--- src/core/dwd_params.svh ---
/*
 Constants for the dual watchdog: counter width, counter reset value,
 window limits, oscillator rates and response encodings.
 Assumes inclusion by bare name from the package and the modules.
*/
`ifndef DWD_PARAMS_SVH
`define DWD_PARAMS_SVH

`define DWD_CNT_W        14
`define DWD_CNT_MAX      14'h3FFF
`define DWD_WIN_FULL_HI  14'h3FFF
`define DWD_WIN_FULL_LO  14'h0000
`define DWD_SYS_CLK_KHZ  100000
`define DWD_IND_OSC_KHZ  15
`define DWD_IND_DIV      (`DWD_SYS_CLK_KHZ / `DWD_IND_OSC_KHZ)
`define DWD_RESP_RESET   2'h0
`define DWD_RESP_NMI     2'h1
`define DWD_RESP_IRQ     2'h2

`endif

--- src/core/dwd_pkg.sv ---
/*
 Types shared by the dual watchdog modules.
 Assumes dwd_params.svh is on the include path.
*/
`include "dwd_params.svh"

package dwd_pkg;
   typedef logic [`DWD_CNT_W-1:0] dwd_cnt_t;
   typedef logic [1:0]            dwd_resp_t;
   typedef enum logic [1:0] {
      DWD_IDLE,
      DWD_RUN,
      DWD_FAULT
   } dwd_state_e;
endpackage

--- src/core/dwd_counter.sv ---
/*
 One 14-bit supervising down-counter with refresh window and response select.
 Assumes tick_in is a one-cycle pulse on clock_in, refresh_in a one-cycle pulse.
*/
`timescale 1ns/10ps
`default_nettype none
`include "dwd_params.svh"

module dwd_counter
   import dwd_pkg::*;
(
   // Clock and reset
   input  wire logic      clock_in,
   input  wire logic      srst_in,
   // Configuration
   input  wire logic      enable_in,
   input  wire logic      auto_start_in,
   input  wire dwd_cnt_t  reload_in,
   input  wire dwd_cnt_t  win_hi_in,
   input  wire dwd_cnt_t  win_lo_in,
   input  wire dwd_resp_t resp_in,
   // Events
   input  wire logic      tick_in,
   input  wire logic      refresh_in,
   // Outputs
   output dwd_cnt_t       count_out,
   output logic           running_out,
   output logic           reset_req_out,
   output logic           nmi_req_out,
   output logic           irq_req_out,
   output logic           refresh_err_out,
   output logic           underflow_out
);

   dwd_state_e state_q, state_d;
   dwd_cnt_t   cnt_q, cnt_d;
   logic       rst_q, rst_d, nmi_q, nmi_d, irq_q, irq_d;
   logic       rerr_q, rerr_d, uf_q, uf_d;
   logic       run_q, run_d;
   logic       in_win, fault;

   // Window holds when counter lies between low and high limits inclusive
   assign in_win = (cnt_q <= win_hi_in) && (cnt_q >= win_lo_in);

   // Next-state, counting and response logic
   always_comb begin
      state_d = state_q;
      cnt_d   = cnt_q;
      rst_d   = 1'b0;
      nmi_d   = 1'b0;
      irq_d   = 1'b0;
      rerr_d  = 1'b0;
      uf_d    = 1'b0;
      fault   = 1'b0;
      case (state_q)
         DWD_IDLE: begin
            // Starts on auto-start after reset or on first refresh
            if (enable_in && (auto_start_in || refresh_in)) begin
               state_d = DWD_RUN;
               cnt_d   = reload_in;
            end
         end
         DWD_RUN: begin
            if (!enable_in) begin
               state_d = DWD_IDLE;
            end else if (refresh_in && !in_win) begin
               rerr_d = 1'b1;
               fault  = 1'b1;
            end else if (refresh_in) begin
               cnt_d = reload_in;
            end else if (tick_in) begin
               if (cnt_q == '0) begin
                  uf_d  = 1'b1;
                  fault = 1'b1;
               end else begin
                  cnt_d = cnt_q - 1'b1;
               end
            end
            if (fault) begin
               // One-cycle request on the selected response line
               rst_d   = (resp_in == `DWD_RESP_RESET);
               nmi_d   = (resp_in == `DWD_RESP_NMI);
               irq_d   = (resp_in == `DWD_RESP_IRQ);
               state_d = DWD_FAULT;
               cnt_d   = reload_in;
            end
         end
         DWD_FAULT: begin
            // Auto restart after fault, else wait for refresh
            if (enable_in && (auto_start_in || refresh_in)) begin
               state_d = DWD_RUN;
            end else if (!enable_in) begin
               state_d = DWD_IDLE;
            end
         end
         default: begin
            state_d = DWD_IDLE;
         end
      endcase
      // Running flag follows the next state, so the output comes from a flop
      run_d = (state_d == DWD_RUN);
   end

   // Registers only
   always_ff @(posedge clock_in) begin
      if (srst_in) begin
         state_q <= DWD_IDLE;
         cnt_q   <= `DWD_CNT_MAX;
         rst_q   <= 1'b0;
         nmi_q   <= 1'b0;
         irq_q   <= 1'b0;
         rerr_q  <= 1'b0;
         uf_q    <= 1'b0;
         run_q   <= 1'b0;
      end else begin
         state_q <= state_d;
         cnt_q   <= cnt_d;
         rst_q   <= rst_d;
         nmi_q   <= nmi_d;
         irq_q   <= irq_d;
         rerr_q  <= rerr_d;
         uf_q    <= uf_d;
         run_q   <= run_d;
      end
   end

   assign count_out       = cnt_q;
   assign running_out     = run_q;
   assign reset_req_out   = rst_q;
   assign nmi_req_out     = nmi_q;
   assign irq_req_out     = irq_q;
   assign refresh_err_out = rerr_q;
   assign underflow_out   = uf_q;

endmodule
`default_nettype wire

--- src/core/dwd_top.sv ---
/*
 Dual watchdog: a system-clock watchdog and an independent-clock watchdog.
 Each watchdog is one dwd_counter; this file adds the synchroniser for the
 independent oscillator pin and merges the two response sets onto shared
 request lines.
 Assumes software control arrives as plain ports synchronous to clock_in, and the
 independent oscillator arrives as a pin sampled into the clock_in domain.
 Assumes the oscillator runs far slower than clock_in, so that each high and
 low phase of the pin spans at least two clock_in cycles.
 Assumes the reset and interrupt controllers fed by the request lines take
 one-cycle pulses; the status pulses tell which watchdog raised a request.
 Response code 3 raises no request line, only the status pulses.
*/
`timescale 1ns/10ps
`default_nettype none
`include "dwd_params.svh"

module dwd_top
   import dwd_pkg::*;
(
   // Clock and reset
   input  wire logic      clock_in,
   input  wire logic      srst_in,
   // Independent oscillator pin, nominally 15 kHz
   input  wire logic      ind_osc_in,
   // System-clock watchdog configuration
   input  wire logic      sys_enable_in,
   input  wire logic      sys_auto_start_in,
   input  wire dwd_cnt_t  sys_reload_in,
   input  wire dwd_cnt_t  sys_win_hi_in,
   input  wire dwd_cnt_t  sys_win_lo_in,
   input  wire dwd_resp_t sys_resp_in,
   input  wire logic      sys_tick_in,
   input  wire logic      sys_refresh_in,
   // Independent-clock watchdog configuration
   input  wire logic      ind_enable_in,
   input  wire logic      ind_auto_start_in,
   input  wire dwd_cnt_t  ind_reload_in,
   input  wire dwd_cnt_t  ind_win_hi_in,
   input  wire dwd_cnt_t  ind_win_lo_in,
   input  wire dwd_resp_t ind_resp_in,
   input  wire logic      ind_refresh_in,
   // System-clock watchdog status
   output dwd_cnt_t       sys_count_out,
   output logic           sys_running_out,
   output logic           sys_refresh_err_out,
   output logic           sys_underflow_out,
   // Independent-clock watchdog status
   output dwd_cnt_t       ind_count_out,
   output logic           ind_running_out,
   output logic           ind_refresh_err_out,
   output logic           ind_underflow_out,
   // Merged fault responses
   output logic           chip_reset_req_out,
   output logic           nmi_req_out,
   output logic           irq_req_out
);

   // Oscillator synchroniser stages and the edge history flop;
   // two stages before the detector, one more for its history
   logic osc_s1_q;
   logic osc_s1_d;
   logic osc_s2_q;
   logic osc_s2_d;
   logic osc_s3_q;
   logic osc_s3_d;

   // One-cycle count pulse for the independent watchdog
   logic ind_tick;

   // Response pulses of the system-clock watchdog
   logic s_rst;
   logic s_nmi;
   logic s_irq;

   // Response pulses of the independent-clock watchdog
   logic i_rst;
   logic i_nmi;
   logic i_irq;

   // Merged response registers and their next values
   logic rst_q;
   logic rst_d;
   logic nmi_q;
   logic nmi_d;
   logic irq_q;
   logic irq_d;

   // Synchroniser next values
   always_comb begin
      // Stage one may go metastable; only stage two reads it
      osc_s1_d = ind_osc_in;
      osc_s2_d = osc_s1_q;
      osc_s3_d = osc_s2_q;  // One cycle of history for edge detect
   end

   // Synchroniser registers. Reset to high, so a pin that is already high
   // at reset release is not taken for a rising edge and a spurious count
   always_ff @(posedge clock_in) begin
      if (srst_in) begin
         osc_s1_q <= 1'b1;
         osc_s2_q <= 1'b1;
         osc_s3_q <= 1'b1;
      end else begin
         osc_s1_q <= osc_s1_d;
         osc_s2_q <= osc_s2_d;
         osc_s3_q <= osc_s3_d;
      end
   end

   // Counts only on oscillator rising edges, independent of sys_tick_in.
   // Limitation: the edge is seen through clock_in, so the independent
   // watchdog counts only while clock_in runs; a stopped clock_in has to
   // be caught outside this block
   assign ind_tick = osc_s2_q && !osc_s3_q;

   // Watchdog counting on system-clock ticks
   dwd_counter u_sys (
      // Shared clock and reset
      .clock_in        (clock_in),
      .srst_in         (srst_in),
      // Configuration
      .enable_in       (sys_enable_in),
      .auto_start_in   (sys_auto_start_in),
      .reload_in       (sys_reload_in),
      .win_hi_in       (sys_win_hi_in),
      .win_lo_in       (sys_win_lo_in),
      .resp_in         (sys_resp_in),
      // Count and refresh events
      .tick_in         (sys_tick_in),
      .refresh_in      (sys_refresh_in),
      // Status
      .count_out       (sys_count_out),
      .running_out     (sys_running_out),
      // Response pulses to the merge
      .reset_req_out   (s_rst),
      .nmi_req_out     (s_nmi),
      .irq_req_out     (s_irq),
      .refresh_err_out (sys_refresh_err_out),
      .underflow_out   (sys_underflow_out)
   );

   // Watchdog counting on the dedicated oscillator, same responses
   dwd_counter u_ind (
      // Shared clock and reset
      .clock_in        (clock_in),
      .srst_in         (srst_in),
      // Configuration
      .enable_in       (ind_enable_in),
      .auto_start_in   (ind_auto_start_in),
      .reload_in       (ind_reload_in),
      .win_hi_in       (ind_win_hi_in),
      .win_lo_in       (ind_win_lo_in),
      .resp_in         (ind_resp_in),
      // Count and refresh events
      .tick_in         (ind_tick),
      .refresh_in      (ind_refresh_in),
      // Status
      .count_out       (ind_count_out),
      .running_out     (ind_running_out),
      // Response pulses to the merge
      .reset_req_out   (i_rst),
      .nmi_req_out     (i_nmi),
      .irq_req_out     (i_irq),
      .refresh_err_out (ind_refresh_err_out),
      .underflow_out   (ind_underflow_out)
   );

   // One request line rises when either watchdog asks for it;
   // used for all three lines so they cannot drift apart
   function automatic logic dwd_merge(input logic sys_req, input logic ind_req);
      dwd_merge = sys_req | ind_req;
   endfunction

   // Merge both response sets into one pulse each. Both watchdogs may
   // fault in one cycle; the merge then gives one pulse, not two.
   // A watchdog set to code 3 adds nothing here
   always_comb begin
      // Chip reset request
      rst_d = dwd_merge(s_rst, i_rst);
      // Non-maskable request
      nmi_d = dwd_merge(s_nmi, i_nmi);
      // Maskable request
      irq_d = dwd_merge(s_irq, i_irq);
   end

   // Registered so merged outputs come from flip-flops; the pulse
   // leaves one cycle after the watchdog's own status pulse
   always_ff @(posedge clock_in) begin
      if (srst_in) begin
         rst_q <= 1'b0;
         nmi_q <= 1'b0;
         irq_q <= 1'b0;
      end else begin
         // Pulses pass through, one cycle late
         rst_q <= rst_d;
         nmi_q <= nmi_d;
         irq_q <= irq_d;
      end
   end

   // Chip reset request straight from its flop
   assign chip_reset_req_out = rst_q;
   // Non-maskable request straight from its flop
   assign nmi_req_out        = nmi_q;
   // Maskable request straight from its flop
   assign irq_req_out        = irq_q;

endmodule
`default_nettype wire

--- config.mk ---
export PLATFORM = sky130hd
export DESIGN_NAME = dwd_top
export DESIGN_NICKNAME = d
export VERILOG_FILES = /design/src/core/dwd_pkg.sv /design/src/core/dwd_counter.sv /design/src/core/dwd_top.sv
export VERILOG_INCLUDE_DIRS = /design/src /design/src/core
export SDC_FILE = /design/constraint.sdc
export NUM_CORES = 1
export LEC_CHECK = 0
export ABC_AREA = 1
export BUFFER_PORTS_ARGS = -buffer_cell sky130_fd_sc_hd__buf_2
export CORE_UTILIZATION = 40
export CTS_BUF_LIST = sky130_fd_sc_hd__clkbuf_16
export DETAILED_ROUTE_END_ITERATION = 7
export PLACE_DENSITY_LB_ADDON = 0.1
export SKIP_CTS_REPAIR_TIMING = 1
export SLEW_MARGIN = 20
export SYNTH_ARGS = -nofsm -noshare
export SYNTH_HDL_FRONTEND = slang
export SYNTH_HIERARCHICAL = 1
export SYNTH_SLANG_ARGS = --single-unit
--- constraint.sdc ---
create_clock -name clock_in -period 5.7 [get_ports clock_in]
set_input_delay 0.57 -clock clock_in [delete_from_list [all_inputs] [get_ports clock_in]]
set_output_delay 0.57 -clock clock_in [all_outputs]
set_load 0.02 [all_outputs]
==> results of run 1 <==
-- cell usage in the layout, fill, tap and decap left out, types with 6 or more instances in the layout --
cell type	synthesis	layout
xor2_1	10	10
nand4_1	15	15
xnor2_1	8	8
dfxtp_1	50	50
buf_2	2	134
nor2_2	6	6
inv_1	149	149
ha_1	58	58
nor3_1	8	8
nand3_2	6	6
nor2_1	50	50
nand2_1	170	170
nand3_1	65	65
a21oi_1	51	51
-- per-layer routing --
layer  track usage, %  part of all wire [%]
met1            28.04                    51
met2            32.07                    43
met3            2.857                   5.4
met4            3.229                  0.34
met5                0                     0
-- kinds of logic after synthesis --
| logic type | after synthesis | share of synthesized area, % |
|---|---|---|
| AND/OR/NAND/NOR | 340 | 35.05 |
| buffers and inverters | 165 | 15.02 |
| AO/OA/AOI/OAI | 60 | 7.010 |
| adder cells (fa/ha/maj) | 58 | 16.53 |
| flip-flops | 50 | 22.80 |
| XOR/XNOR | 18 | 3.591 |
-- state kept, by name (all words and copies together) (netlist names), 2 cells and up --
register         count
u_sys/state_q        2
u_sys/count_out     14
u_ind/count_out     14
u_ind/state_q        2
-- cell type report --
cell class	count	area share (%)
Sequential cell	50	18.81
Inverter	151	10.65
Clock inverter	3	0.8228
Clock buffer	5	2.351
Multi-Input combinational cell	476	51.29
Tap cell	136	3.197
Timing Repair Buffer	136	12.88
-- metrics by stage --
| step | setup WS (ns) | hold slack, ns | utilization [%] |
|---|---|---|---|
| final | 3.032 | 0.4263 | 50.87 |
| after global routing | 2.790 | 0.4550 | 50.87 |
| after CTS | 3.047 | 0.4329 | 50.87 |
| after detailed placement | 2.845 | 0.4161 | 49.26 |
| after global placement | 2.900 | 0.4010 | 49.26 |
| after floorplan | 3.537 | 0.3832 | - |
-- where the power goes --
group	total [W]	switching (W)	internal, W	leakage, nW
sequential	0.000412	0.0000405	0.000372	0.412
combinational	0.000329	0.000197	0.000132	2.56
clock	0.000342	0.000134	0.000208	0.0842
total	0.00108	0.000371	0.000712	3.05
-- worst reg2reg max path: cells and delay by family, from the launching register on --
family                   cells  cell delay, ns
buffers and inverters        1            0.26
adder cells (fa/ha/maj)      1            0.34
flip-flops                   1            0.43
AND/OR/NAND/NOR             13            1.58
-- path summary, 6_finish.rpt --
| kind | endpoint | slack, ns | depth (start not counted) |
|---|---|---|---|
| worst max-delay path | u_sys/count_out[13] | 3.03 | 15 |
| worst min-delay path | osc_s2_q | 0.43 | 1 |
| worst max register to register | u_sys/count_out[13] | 3.03 | 15 |
| worst min register to register | osc_s2_q | 0.43 | 1 |
==> results_dict.tcl, run 1 <==
set metrics [dict create \
    drt_iter0_drc 220 \
    rsz0062_at_grt "false" \
    first_pass_iters 5 \
    cp-startpoint "u_sys/count_out[12]" \
    clk_latency_ns 0.29 \
    yosysMostFrequentCell "nand2_1" \
    fin_tns_setup_ns 0 \
    finalInstanceArea_um2 5323 \
    period_share_pct 46.80 \
    netlist.area_leader.share_pct 22.80 \
    grt_pass1_wl_um 18480 \
    cpMaxStageDelayCell "dfxtp_1" \
    nFillCells 1104 \
    worstHoldStart "osc_s1_q" \
    n_antenna_cell 0 \
    syn-cell-area_um2 4390 \
    p_per_area_nw_per_um2 203.5 \
    endpoint_kind "flip-flop" \
    p_leak_nw 3.053 \
    hold_viol 0 \
    yosys.area.top_type "dfxtp_1" \
    r2r-start "u_sys/count_out[12]" \
    cp_common_cell "nand2_1" \
    fmax_mhz 374.9 \
    crit_required_ns 5.93 \
    start_util_pct 41.96 \
    dieArea_um2 11400 \
    fin_skew_ns 0.002861 \
    grt-ovfl-total 0 \
    cts_buffers 5 \
    grt_antenna_before_repair 0 \
    cts.htree.levels 2 \
    placed_area_um2 5154 \
    critPathKind "reg -> reg" \
    netlist_instances 691 \
    nNetsFinal 976 \
    synth_edf_count 0 \
    grt_max_degree 45 \
    vias 4545 \
    cp_slowest_stage_delay_ns 0.43 \
    critPathArrivalTime_ns 2.90 \
    synth_nets 847 \
    core_area_um2 10460 \
    clock-sinks 50 \
    clk_path_buf_depth 2 \
    avgSynthCellArea_um2 6.354 \
    synth-main-ff-cell "dfxtp_1" \
    chipWidth_um 106.8 \
    slew-limit-headroom_pct 43.77 \
    multi_input_area_um2 2730 \
    dp_hpwl_um 8757 \
    ys_seq_elements 50 \
    via_per_inst 4.749 \
    drc 0 \
    drv_slew 0 \
    ant_nets 0 \
    finalSetupViolCount 0 \
    start_kind "flip-flop" \
    crit_path_cell_trace "ha_1 > nand2_1 > nor2_1 > nand2_1 > nor2_1 > nand2_1 > nand2_1 > nand2_1 > nand3_1 > nand3_2 > nand3_2 > nand2_4 > inv_2 > nand3_1 > nand2_1" \
    clk_pin_slew_worst_paths_ns 0.07 \
    yosysSeqAreaShare_pct 22.80 \
    die_y_um 106.8 \
    drive_gt1_share_pct 20.46 \
    async_flop_share_pct 0 \
    ir_drop_mv 0.1777 \
    tritoncts "built" \
    ios 135 \
    place_congestion 0.7921 \
    port_buffers 134 \
    yosys-top-cells-count "nand2_1 (170), inv_1 (149), nand3_1 (65)" \
    cts_root_buf "clkbuf_16" \
    yosys_warnings 6 \
    synth.distinct_cells 30 \
    syn_to_final_growth_pct 21.23 \
    critical_path.top_delay_family "simple AND/OR/NAND/NOR gates" \
    final_cells 957 \
    wl_per_cell_um 11.80 \
    seqCellArea_um2 1001 \
    period_needed_ns 2.668 \
    grt_use_total_pct 19.76 \
    first_global_vias 4124 \
    total_power_w 0.001083 \
    worstHoldPathType "reg -> reg" \
    crit_buf_inv 1 \
    tightest_slew_ns 0.8434 \
    rows 37 \
    synth.area.top_cells "dfxtp_1 (23%), ha_1 (17%), nand2_1 (15%)" \
    crit_path_max_fanout 17 \
    run_status "complete, no violations" \
    place_inst 949 \
    drt-total-wl_um 11300 \
    drv_cap 0 \
]
(Power assumes the default switching activity.)
==> inputs of run 2 (changes only) <==
Settings changed: ABC_AREA 1 to 0.
Clock period 5.7 ns to 2.6 ns, I/O delays scaled along.
==> results_dict.tcl, run 2 <==
set metrics [dict create \
    drive_gt1_share_pct 29.20 \
    ir_drop_mv 0.3646 \
    cts.htree.levels 2 \
    synth.area.top_cells "dfxtp_1 (25%), ha_1 (18%), inv_1 (6.2%)" \
    netlist.area_leader.share_pct 24.91 \
    place_congestion 0.8123 \
    p_per_area_nw_per_um2 425.1 \
    endpoint_kind "flip-flop" \
    dieArea_um2 10450 \
    netlist_instances 504 \
    syn_to_final_growth_pct 27.27 \
    drc 0 \
    yosys.area.top_type "dfxtp_1" \
    synth.distinct_cells 73 \
    async_flop_share_pct 0 \
    wl_per_cell_um 14.42 \
    grt_max_degree 23 \
    clk_pin_slew_worst_paths_ns 0.07 \
    clock-sinks 50 \
    nNetsFinal 809 \
    finalSetupViolCount 0 \
    drt-total-wl_um 11350 \
    synth_edf_count 0 \
    start_util_pct 41.12 \
    ant_nets 0 \
    rows 36 \
    fmax_mhz 420.3 \
    cts_root_buf "clkbuf_16" \
    first_global_vias 3707 \
    clk_path_buf_depth 2 \
    clk_latency_ns 0.29 \
    critPathKind "reg -> reg" \
    tritoncts "built" \
    crit_required_ns 2.78 \
    drv_slew 0 \
    p_leak_nw 2.448 \
    first_pass_iters 5 \
    synth-main-ff-cell "dfxtp_1" \
    slew-limit-headroom_pct 48.37 \
    tightest_slew_ns 0.7716 \
    period_needed_ns 2.379 \
    start_kind "flip-flop" \
    placed_area_um2 4935 \
    core_area_um2 9774 \
    n_antenna_cell 0 \
    drv_cap 0 \
    die_y_um 102.2 \
    layout_common_cells "buf_2 (134), inv_1 (66), ha_1 (58)" \
    grt_antenna_before_repair 0 \
    fin_skew_ns 0.004933 \
    synth_nets 660 \
    rsz0062_at_grt "false" \
    yosys_warnings 6 \
    drt_iter0_drc 194 \
    period_share_pct 91.51 \
    syn-cell-area_um2 4019 \
    critPathArrivalTime_ns 2.56 \
    final_common_cell "buf_2" \
    yosysSeqAreaShare_pct 24.91 \
    worstHoldPathType "in -> reg" \
    yosysMostFrequentCell "inv_1" \
    fin_tns_setup_ns 0 \
    run_status "complete, no violations" \
    via_per_inst 5.285 \
    ys_seq_elements 50 \
    dp_hpwl_um 9024 \
    hold_viol 0 \
    grt_pass1_wl_um 17930 \
    vias 4159 \
    cts_buffers 5 \
    ios 135 \
    grt-ovfl-total 0 \
    chipWidth_um 102.2 \
    port_buffers 134 \
    avgSynthCellArea_um2 7.974 \
    crit_path_max_fanout 5 \
    finalInstanceArea_um2 5115 \
    yosys-top-cells-count "inv_1 (66), ha_1 (58), dfxtp_1 (50)" \
    grt_use_total_pct 21.64 \
]
run 2: cell types whose count changed in the layout (fill, tap and decap cells not counted), sizes merged, moves of 6 or more:
cell,change
nand2,-145
inv,-85
nand3,-55
o21ai,+35
buf,+19
nor2,-19
a21oi,-17
a22oi,+13
xor2,-10
nor3,+9
xnor2,-8
nand2b,+6
nor2b,+6
run 2: final cells by class:
class,count,area (um^2)
clock buffer,5,125.1
multi-input combinational,375,2716
timing repair buffer,155,828.3
clock inverter,3,28.78
sequential,50,1002
inverter,66,247.7
tap,133,166.4
fill,999,4659
run 2: critical path, stage by stage, from the launching register on:
cell	delay (ns)
dfxtp_2	0.35
inv_1	0.09
ha_1	0.27
nand2b_1	0.16
a2111oi_2	0.36
a2111oi_1	0.12
a2111oi_1	0.41
buf_4	0.20
nor2_1	0.06
a31o_2	0.26
run 2: final timing paths:
check | slack (ns) | endpoint | startpoint | cells past startpoint
hold / removal | 0.15 | u_ind/reset_req_out | ind_resp_in[0] | 2
setup reg to reg | 0.22 | u_sys/state_q[0] | u_sys/count_out[0] | 9
hold reg to reg | 0.43 | osc_s2_q | osc_s1_q | 1
setup / recovery | 0.22 | u_sys/state_q[0] | u_sys/count_out[0] | 9
run 2: metal layers:
layer / routed length, um / share of wire (%) / GRT usage, %
met1: 5594 / 49 / 30.99
met4: 78 / 0.69 / 3.407
met5: 0 / 0 / 0
met3: 475 / 4.2 / 2.736
met2: 5199 / 46 / 35.21
run 2: kinds of logic (layout without fill, tap and decap cells):
kind of cell,Yosys count,after routing,share of synthesized area (%)
simple gates,169,169,24.03
compound gates,147,147,24.60
buf+inv,79,229,8.126
fa+ha+maj,58,58,18.06
flops,50,50,24.91
mux,1,1,0.2802
run 2: per-stage QoR:
step	power (W)	utilization, %	instances	hold WS [ns]	setup WS (ns)
3_3_place_gp	0.001480	50.49	779	0.3915	0.1207
2_1_floorplan	0.001254	-	504	0.3361	0.2552
4_1_cts	0.002186	52.06	787	0.1477	0.04326
6_report	0.002174	52.33	787	0.1541	0.2208
5_1_grt	0.002314	52.33	787	0.1517	0.03341
3_5_place_dp	0.001498	50.49	779	0.4022	0.05852
run 2: report_power, final:
group / internal [W] / switching (W) / total, W
clock network: 0.000368 / 0.000315 / 0.000682
registers: 0.000807 / 0.0000616 / 0.000869
logic: 0.000274 / 0.000349 / 0.000623
total: 0.00145 / 0.000726 / 0.00217
